**src/gpp_pkg.sv**
```systemverilog
// Constants and types shared by the general-purpose port block.
package gpp_pkg;

    // Access size on the internal register bus.
    typedef enum logic [1:0] {
        SZ_BYTE = 2'b00,
        SZ_BIT = 2'b01,
        SZ_HALF = 2'b10
    } gpp_size_type;

    // Register byte addresses.
    localparam logic [31:0] ADDR_PU6_LOW = 32'h0FFF_FC4C;
    localparam logic [31:0] ADDR_PU6_HIGH = 32'h0FFF_FC4D;
    localparam logic [31:0] ADDR_P7_LOW = 32'hFFFF_F40E;
    localparam logic [31:0] ADDR_P7_HIGH = 32'hFFFF_F40F;
    localparam logic [31:0] ADDR_P8_DATA = 32'hFFFF_F410;
    localparam logic [31:0] ADDR_P8_DIR = 32'hFFFF_F430;
    localparam logic [31:0] ADDR_P8_MODE = 32'hFFFF_F450;
    localparam logic [31:0] ADDR_P8_ALT = 32'hFFFF_F470;
    localparam logic [31:0] ADDR_P8_OD = 32'h0FFF_FC70;
    localparam logic [31:0] ADDR_P8_PU = 32'h0FFF_FC50;
    localparam logic [31:0] ADDR_ALT6_UP = 32'hFFFF_F46D;

    // Field positions and implemented-bit masks.
    localparam int PIN13_SEL_BIT = 5;
    localparam logic [7:0] ALT6_MASK = 8'h20;
    localparam logic [15:0] PU6_BASE_MASK = 16'h3FFF;
    localparam logic [15:0] PU6_ROM_MASK = 16'hC000;
    localparam logic [7:0] P8_MASK = 8'h03;

    // Values after reset.
    localparam logic [7:0] ALT6_RESET = 8'h00;
    localparam logic [15:0] PU6_RESET = 16'h0000;
    localparam logic [1:0] P8_DATA_RESET = 2'b00;
    localparam logic [1:0] P8_DIR_RESET = 2'b11;
    localparam logic [1:0] P8_CTRL_RESET = 2'b00;

    // Synchroniser depth for pin inputs.
    localparam int SYNC_STAGES = 2;

endpackage : gpp_pkg

```
**src/gpp_sync_if.sv**
```systemverilog
// Carrier between raw pin levels and their synchronised copies.
`timescale 1ns/1ps
interface gpp_sync_if #(
    parameter int WIDTH = 18
);
    logic [WIDTH-1:0] raw;
    logic [WIDTH-1:0] synced;

    modport src (
        output raw,
        input synced
    );
    modport snk (
        input raw,
        output synced
    );
endinterface : gpp_sync_if

```
**src/gpp_port.sv**
```systemverilog
// Port 6 upper select and pull-ups, input-only port 7, and two-pin port 8.
`timescale 1ns/1ps

module gpp_port
    import gpp_pkg::*;
#(
    parameter bit LARGE_VARIANT = 1'b1,
    parameter bit MASK_ROM_VARIANT = 1'b1,
    parameter bit TWO_WIRE_PRESENT = 1'b1
) (
    // Clock and reset.
    input wire logic mclk,
    input wire logic rst,
    // Internal register bus.
    input wire logic bus_sel,
    input wire logic bus_wr,
    input wire logic [31:0] bus_addr,
    input wire gpp_size_type bus_size,
    input wire logic [2:0] bus_bitpos,
    input wire logic [15:0] bus_wdata,
    output logic [15:0] bus_rdata,
    output logic bus_ack,
    // Port 6 controls.
    output logic pin13_ctrl_direction,
    output logic [15:0] port6_pullup_enable,
    // Port 7 analog-shared input pins.
    input wire logic [15:0] analog_port_pins,
    // Port 8 pins.
    input wire logic [1:0] port8_pin_in,
    output logic [1:0] port8_pin_out,
    output logic [1:0] port8_pin_oe_n,
    output logic [1:0] port8_pullup_on,
    // Serial and two-wire peripherals.
    input wire logic serial_transmit_line,
    input wire logic two_wire_data_out,
    input wire logic two_wire_clock_out,
    output logic serial_receive_line,
    output logic two_wire_data_in,
    output logic two_wire_clock_in
);

    typedef struct packed {
        logic [7:0] alt6;
        logic [15:0] pu6;
        logic [1:0] p8_data;
        logic [1:0] p8_dir;
        logic [1:0] p8_mode;
        logic [1:0] p8_od;
        logic [1:0] p8_alt;
        logic [1:0] p8_pu;
        logic [15:0] rdata;
        logic ack;
    } gpp_port_state_type;

    // Implemented bits depend on the variant.
    localparam logic [15:0] PU6_MASK = PU6_BASE_MASK
        | (MASK_ROM_VARIANT ? PU6_ROM_MASK : 16'h0000);
    localparam logic [15:0] P7_MASK = LARGE_VARIANT ? 16'hFFFF : 16'h00FF;
    localparam logic [7:0] P8_IMPL = LARGE_VARIANT ? P8_MASK : 8'h00;
    localparam logic [7:0] P8_ALT_IMPL = TWO_WIRE_PRESENT ? P8_IMPL : 8'h00;

    gpp_port_state_type state;
    gpp_port_state_type next_state;

    gpp_sync_if #(.WIDTH(18)) pin_link ();
    logic [15:0] p7_level;
    logic [1:0] p8_level;

    assign pin_link.raw = {port8_pin_in, analog_port_pins};

    gpp_sync #(
        .WIDTH(18)
    ) u_sync (
        .mclk(mclk),
        .rst(rst),
        .link(pin_link)
    );

    // Port 7 is only ever read.
    assign p7_level = pin_link.synced[15:0] & P7_MASK;
    assign p8_level = pin_link.synced[17:16];

    // Byte or single-bit write merge, kept to the implemented bits.
    function automatic logic [7:0] merge_byte(
        input logic [7:0] old_val,
        input gpp_size_type size,
        input logic [2:0] pos,
        input logic [7:0] wdat,
        input logic [7:0] mask
    );
        logic [7:0] res;
        res = old_val;
        if (size == SZ_BIT) begin
            res[pos] = wdat[0];
        end else begin
            res = wdat;
        end
        return res & mask;
    endfunction : merge_byte

    logic wr_byte;
    logic wr_half;
    logic rd_byte;
    logic rd_half;
    logic [7:0] p8_read;

    assign wr_byte = bus_sel && bus_wr && (bus_size != SZ_HALF);
    assign wr_half = bus_sel && bus_wr && (bus_size == SZ_HALF);
    assign rd_byte = bus_sel && !bus_wr && (bus_size != SZ_HALF);
    assign rd_half = bus_sel && !bus_wr && (bus_size == SZ_HALF);

    // Output mode reads the latch, input mode reads the pin.
    assign p8_read = {6'h00, (state.p8_data & ~state.p8_dir) | (p8_level & state.p8_dir)} & P8_IMPL;

    always_comb begin
        logic [7:0] merged;
        merged = 8'h00;
        next_state = state;
        next_state.ack = bus_sel;
        next_state.rdata = 16'h0000;
        // Upper select byte and bit writes.
        if (wr_byte && bus_addr == ADDR_ALT6_UP) begin
            next_state.alt6 = merge_byte(state.alt6, bus_size, bus_bitpos, bus_wdata[7:0],
                ALT6_MASK);
        end
        if (wr_half && bus_addr == ADDR_PU6_LOW) begin
            next_state.pu6 = bus_wdata & PU6_MASK;
        end
        if (wr_byte && bus_addr == ADDR_PU6_LOW) begin
            next_state.pu6[7:0] = merge_byte(state.pu6[7:0], bus_size, bus_bitpos,
                bus_wdata[7:0], PU6_MASK[7:0]);
        end
        // High byte maps onto bits 8 to 15.
        if (wr_byte && bus_addr == ADDR_PU6_HIGH) begin
            next_state.pu6[15:8] = merge_byte(state.pu6[15:8], bus_size, bus_bitpos,
                bus_wdata[7:0], PU6_MASK[15:8]);
        end
        if (wr_byte) begin
            case (bus_addr)
                ADDR_P8_DATA: begin
                    merged = merge_byte({6'h00, state.p8_data}, bus_size, bus_bitpos,
                        bus_wdata[7:0], P8_IMPL);
                    next_state.p8_data = merged[1:0];
                end
                ADDR_P8_DIR: begin
                    merged = merge_byte({6'h00, state.p8_dir}, bus_size, bus_bitpos,
                        bus_wdata[7:0], P8_IMPL);
                    next_state.p8_dir = merged[1:0] | ~P8_IMPL[1:0];
                end
                ADDR_P8_MODE: begin
                    merged = merge_byte({6'h00, state.p8_mode}, bus_size, bus_bitpos,
                        bus_wdata[7:0], P8_IMPL);
                    next_state.p8_mode = merged[1:0];
                end
                ADDR_P8_OD: begin
                    merged = merge_byte({6'h00, state.p8_od}, bus_size, bus_bitpos,
                        bus_wdata[7:0], P8_IMPL);
                    next_state.p8_od = merged[1:0];
                end
                ADDR_P8_ALT: begin
                    merged = merge_byte({6'h00, state.p8_alt}, bus_size, bus_bitpos,
                        bus_wdata[7:0], P8_ALT_IMPL);
                    next_state.p8_alt = merged[1:0];
                end
                ADDR_P8_PU: begin
                    merged = merge_byte({6'h00, state.p8_pu}, bus_size, bus_bitpos,
                        bus_wdata[7:0], P8_IMPL);
                    next_state.p8_pu = merged[1:0];
                end
                default: next_state.p8_pu = state.p8_pu;
            endcase
        end
        // Halfword reads of pull-ups and, on the large variant, port 7.
        if (rd_half) begin
            if (bus_addr == ADDR_PU6_LOW) begin
                next_state.rdata = state.pu6;
            end else if (LARGE_VARIANT && bus_addr == ADDR_P7_LOW) begin
                next_state.rdata = p7_level;
            end
        end
        // Byte reads; the high port 7 byte exists only on the large variant.
        if (rd_byte) begin
            case (bus_addr)
                ADDR_ALT6_UP: next_state.rdata = {8'h00, state.alt6};
                ADDR_PU6_LOW: next_state.rdata = {8'h00, state.pu6[7:0]};
                ADDR_PU6_HIGH: next_state.rdata = {8'h00, state.pu6[15:8]};
                ADDR_P7_LOW: next_state.rdata = {8'h00, p7_level[7:0]};
                ADDR_P7_HIGH: next_state.rdata = {8'h00, p7_level[15:8]};
                ADDR_P8_DATA: next_state.rdata = {8'h00, p8_read};
                ADDR_P8_DIR: next_state.rdata = {14'h0000, state.p8_dir & P8_IMPL[1:0]};
                ADDR_P8_MODE: next_state.rdata = {14'h0000, state.p8_mode};
                ADDR_P8_OD: next_state.rdata = {14'h0000, state.p8_od};
                ADDR_P8_ALT: next_state.rdata = {14'h0000, state.p8_alt};
                ADDR_P8_PU: next_state.rdata = {14'h0000, state.p8_pu};
                default: next_state.rdata = 16'h0000;
            endcase
            // A single-bit read returns the chosen bit in bit 0.
            if (bus_size == SZ_BIT) begin
                next_state.rdata = {15'h0000, next_state.rdata[bus_bitpos]};
            end
        end
    end

    always_ff @(posedge mclk or posedge rst) begin
        if (rst) begin
            state <= '{alt6: ALT6_RESET, pu6: PU6_RESET, p8_data: P8_DATA_RESET,
                p8_dir: P8_DIR_RESET, p8_mode: P8_CTRL_RESET, p8_od: P8_CTRL_RESET,
                p8_alt: P8_CTRL_RESET, p8_pu: P8_CTRL_RESET, rdata: 16'h0000, ack: 1'b0};
        end else begin
            state <= next_state;
        end
    end

    assign bus_rdata = state.rdata;
    assign bus_ack = state.ack;
    // Zero selects capture input, one timer output.
    assign pin13_ctrl_direction = state.alt6[PIN13_SEL_BIT];
    // Enable bits drive the pull-up switches.
    assign port6_pullup_enable = state.pu6;
    assign port8_pullup_on = state.p8_pu;

    // Alternate inputs from the synchronised pins.
    assign serial_receive_line = p8_level[0];
    assign two_wire_data_in = p8_level[0];
    assign two_wire_clock_in = p8_level[1];

    // Per-pin port or alternate drive with open-drain release.
    for (genvar i = 0; i < 2; i++) begin : g_p8_pin
        logic drive;
        logic value;
        always_comb begin
            if (!state.p8_mode[i]) begin
                drive = !state.p8_dir[i];
                value = state.p8_data[i];
            end else if (i == 0) begin
                drive = state.p8_alt[0];
                value = two_wire_data_out;
            end else begin
                drive = 1'b1;
                value = state.p8_alt[1] ? two_wire_clock_out : serial_transmit_line;
            end
            drive = drive && P8_IMPL[i];
        end
        assign port8_pin_out[i] = value;
        assign port8_pin_oe_n[i] = !(drive && !(state.p8_od[i] && value));
    end
endmodule : gpp_port

```
**src/gpp_sync.sv**
```systemverilog
// Two flip-flop synchroniser for asynchronous pin inputs.
`timescale 1ns/1ps
module gpp_sync
    import gpp_pkg::*;
#(
    parameter int WIDTH = 18
) (
    // Clock and reset.
    input wire logic mclk,
    input wire logic rst,
    // Pin levels in, synchronised levels out.
    gpp_sync_if.snk link
);

    typedef struct packed {
        logic [WIDTH-1:0] stage1;
        logic [WIDTH-1:0] stage2;
    } gpp_sync_state_type;

    gpp_sync_state_type state;
    gpp_sync_state_type next_state;

    always_comb begin
        next_state = state;
        next_state.stage1 = link.raw;
        next_state.stage2 = state.stage1;
    end

    always_ff @(posedge mclk or posedge rst) begin
        if (rst) begin
            state <= '0;
        end else begin
            state <= next_state;
        end
    end

    assign link.synced = state.stage2;

endmodule : gpp_sync

```
**config.mk**
```make
export PLATFORM = sky130hd
export DESIGN_NAME = gpp_port
export DESIGN_NICKNAME = d
export VERILOG_FILES = /design/src/gpp_pkg.sv /design/src/gpp_sync_if.sv /design/src/gpp_port.sv /design/src/gpp_sync.sv
export SDC_FILE = /design/constraint.sdc
export NUM_CORES = 1
export LEC_CHECK = 0
export BUFFER_PORTS_ARGS = -buffer_cell sky130_fd_sc_hd__buf_2
export CAP_MARGIN = 20
export CORE_MARGIN = 4
export CORE_UTILIZATION = 55
export DETAILED_ROUTE_END_ITERATION = 6
export PLACE_DENSITY_LB_ADDON = 0.2
export SYNTH_ARGS = -nofsm -noshare
export SYNTH_HDL_FRONTEND = slang
export SYNTH_SLANG_ARGS = --single-unit
```
**constraint.sdc**
```tcl
create_clock -name mclk -period 6.5 [get_ports mclk]
set_input_delay 0.975 -clock mclk [delete_from_list [all_inputs] [get_ports mclk]]
set_output_delay 0.975 -clock mclk [all_outputs]
set_load 0.05 [all_outputs]
```
==> key figures <==
Outcome
  • Status: complete, no violations

Yosys
  • Mapped Area: 4290 um^2
  • Fraction of registers with async set/reset: 100%
  • Yosys warnings: 0
  • Net count after synthesis: about 510
  • Number of library cell types mapped by synthesis: 59
  • Register area share after synthesis: between 40% and 50%
  • Post-synth EDFFs: 0
  • Number of synthesized register bits: 82
  • Post-Syn Instances: ~430
  • Mean Syn Cell Area: 10.0 um^2
  • Main flop type after synthesis: dfrtp_1

Placement
  • HPWL after DPL: 8.48 mm
  • Gpl congestion: 0.915
  • Cell count after placement: 594
  • # port buffers: 120

Global routing
  • Number of global-route vias before repair: about 3300
  • Total Routing Usage GR: approximately 25%
  • Largest net degree at the start of global routing: 83
  • Initial antenna violation count: 0
  • First-pass GRT wire length: 17.0 mm
  • Overflow after GRT: 0

STA
  • RSZ-0062 raised after global routing: false
  • Crit path time final: 3.42 ns
  • Final hold viol count: 0
  • Final-report max-slew violation count: 0
  • Post-route setup TNS: 0 ns
  • Setup-failing EPs final: 0
  • Slew of the pin with the lowest slew margin: 0.783 ns
  • Skew final: around 0.015 ns
  • Period utilisation layout: 52.6%
  • Fmax: a little under 300 MHz
  • Slew headroom: 47.3%

Worst setup path
  • CP Data Arrival Time: approximately 3.7 ns
  • CP max FO: 27
  • Setup CP Type: primary input to register
  • Crit end category: register
  • Req. time, crit path: 6.75 ns
  • Worst setup SP type: primary input

Clock network
  • Clock slew at reported path FFs: 0.08 ns
  • CTS tree: done
  • Post-CTS Setup Repair Bufs: 0
  • Clock Path Buffers: 2
  • CTS root buffer: clkbuf_8
  • CTS H-tree depth: 3
  • Worst-Skew Late Latency: 0.37 ns
  • Num CTS Buffers: 9
  • CTS resizes: 0
  • TritonCTS Sinks: 82
  • Post-CTS Hold Buffers: 0

Pwr
  • Switching share of power: 26.3%
  • Clock power frac: 34.7%
  • Lkg Pwr: around 2.3 nW
  • Sequential fraction of design power: between 50% and 60%
  • Psw: 0.000247 W
  • Comb pwr share: 9.2%
  • VDD IR max: 0.153 mV
  • Internal Power: 0.000693 W
  • PwrDens: about 190 nW/um^2

Cells and area
  • Finished Core Util: between 60% and 70%
  • Fraction of layout cells with a size suffix above 1: between 30% and 40%
  • Fin cells: 611
  • P&R area growth vs syn: 13.4%
  • NumNets Final: 585
  • Antenna cells: 0

Route
  • Post-route DRC violation count: 0
  • Iteration-0 DRC Markers: 331
  • Antenna viol nets, final: 0
  • Via density: slightly above 6
  • DRT Wirelength: 11.4 mm
  • Via count: about 3700
  • First-pass iteration count of the detailed router: 6
  • Drt wl/cell: around 19 um

Die
  • Die height: 96.3 um
  • Rows: 31
  • I/O pin cnt: 121
  • Die Area: 9270 um^2
  • Die Width: 96.3 um
  • Initial Util: 57.9%
  • Core ar.: 7410 um^2

Run
  • Max cap viols: 0

Min path
  • Hold Crit Class: register to register
[metrics by stage]
step	total power (W)	hold WS (ns)	instance area [um^2]	setup slack, ns
after detailed placement	0.000622	0.335	4670	2.77
after global routing	0.000973	0.359	4860	2.91
after floorplan	0.000581	0.331	4290	3.41
after CTS	0.000940	0.353	4830	3.15
final	0.000940	0.350	4860	3.08
after global placement	0.000619	0.331	4670	2.89
[layout by cell type (no fill, tap or decap), types with 6 or more instances in the layout]
master    instances
a21oi_1          12
a22oi_1          18
and3_1            8
and4_1            7
buf_2           120
clkbuf_8          9
dfrtp_1          80
inv_1            10
mux2_2           13
nand2_1          28
nand3_1          12
nand4_1           8
nor2_1           36
nor2b_1           7
nor3_1           11
nor3b_1           7
o21a_1            6
o21ai_0          35
[sequential cells by signal (all words and copies together), names as in the netlist]
signal                cells
state                    10
u_sync.next_state        18
pin13_ctrl_direction      1
bus_rdata                16
port8_pullup_on           2
u_sync.link.synced       18
port6_pullup_enable      16
bus_ack                   1
[power groups by stage]
stage,Sequential [W],Combinational [W],Clock [W]
2_1_floorplan,0.000538,0.0000430,0
3_3_place_gp,0.000537,0.0000822,0
3_5_place_dp,0.000538,0.0000840,0
4_1_cts,0.000528,0.0000845,0.000327
5_1_grt,0.000529,0.0000944,0.000350
6_report,0.000528,0.0000865,0.000326
[cell families (layout without fill, tap and decap cells)]
kind of cell,Yosys count,count (layout),share of synthesized area [%]
multiplexers,20,20,5.19
buffers and inverters,67,151,9.48
AND/OR/NAND/NOR,162,162,22.7
AO/OA/AOI/OAI,97,97,14.7
flip-flops,82,82,47.9
[synth_stat cells (5+ instances only)]
cell type / instances / area [um^2]
dfrtp_1: 80 / 2000
buf_4: 38 / 285
nor2_1: 36 / 135
o21ai_0: 35 / 175
nand2_1: 28 / 105
a22oi_1: 18 / 135
clkbuf_1: 13 / 48.8
mux2_2: 13 / 146
a21oi_1: 12 / 60.1
nand3_1: 12 / 60.1
inv_1: 11 / 41.3
nor3_1: 11 / 55.1
and3_1: 8 / 50.1
nand4_1: 8 / 50.1
and4_1: 7 / 61.3
nor2b_1: 7 / 43.8
nor3b_1: 7 / 52.6
o21a_1: 6 / 45.0
mux2i_1: 5 / 50.1
nand2b_1: 5 / 31.3
nor4_1: 5 / 31.3
[final cells by class]
type	count	area, um^2
flip-flops and latches	82	2050
well taps	99	124
fillers	611	2550
clock buffers	11	131
repair buffers	124	651
clock inverters	5	31.3
inverters	11	42.5
multi-input cells	279	1830
[worst paths after layout]
check	from	end	slack [ns]	depth (start not counted)
worst max-delay path	bus_addr[5]	port6_pullup_enable[14]	3.08	9
worst min-delay path	u_sync.next_state[9]	u_sync.link.synced[9]	0.35	0
worst max register to register	state[26]	bus_rdata[0]	4.61	7
worst min register to register	u_sync.next_state[9]	u_sync.link.synced[9]	0.35	0
max in group asynchronous	rst	bus_rdata[8]	5.34	4
min in group asynchronous	rst	state[27]	0.57	3
[per-layer routing]
layer  global-route usage (%)  vias up  share of wire (%)
met5                        0        -                  0
met4                     9.58        0                2.4
met3                     4.93       30                 12
met2                     36.5      239                 43
met1                     35.6     1725                 43
li1                         -     1694                  -
[critical path, stage by stage]
cell and delay, ns:
buf_2 0.24, nand4bb_4 0.29, or3_1 0.38, nor3_2 0.12, buf_4 0.24, nand3_1 0.42
o21a_1 0.46, nor2_1 0.18, mux2_2 0.35
No activity file was read; power rests on OpenSTA's default activity.
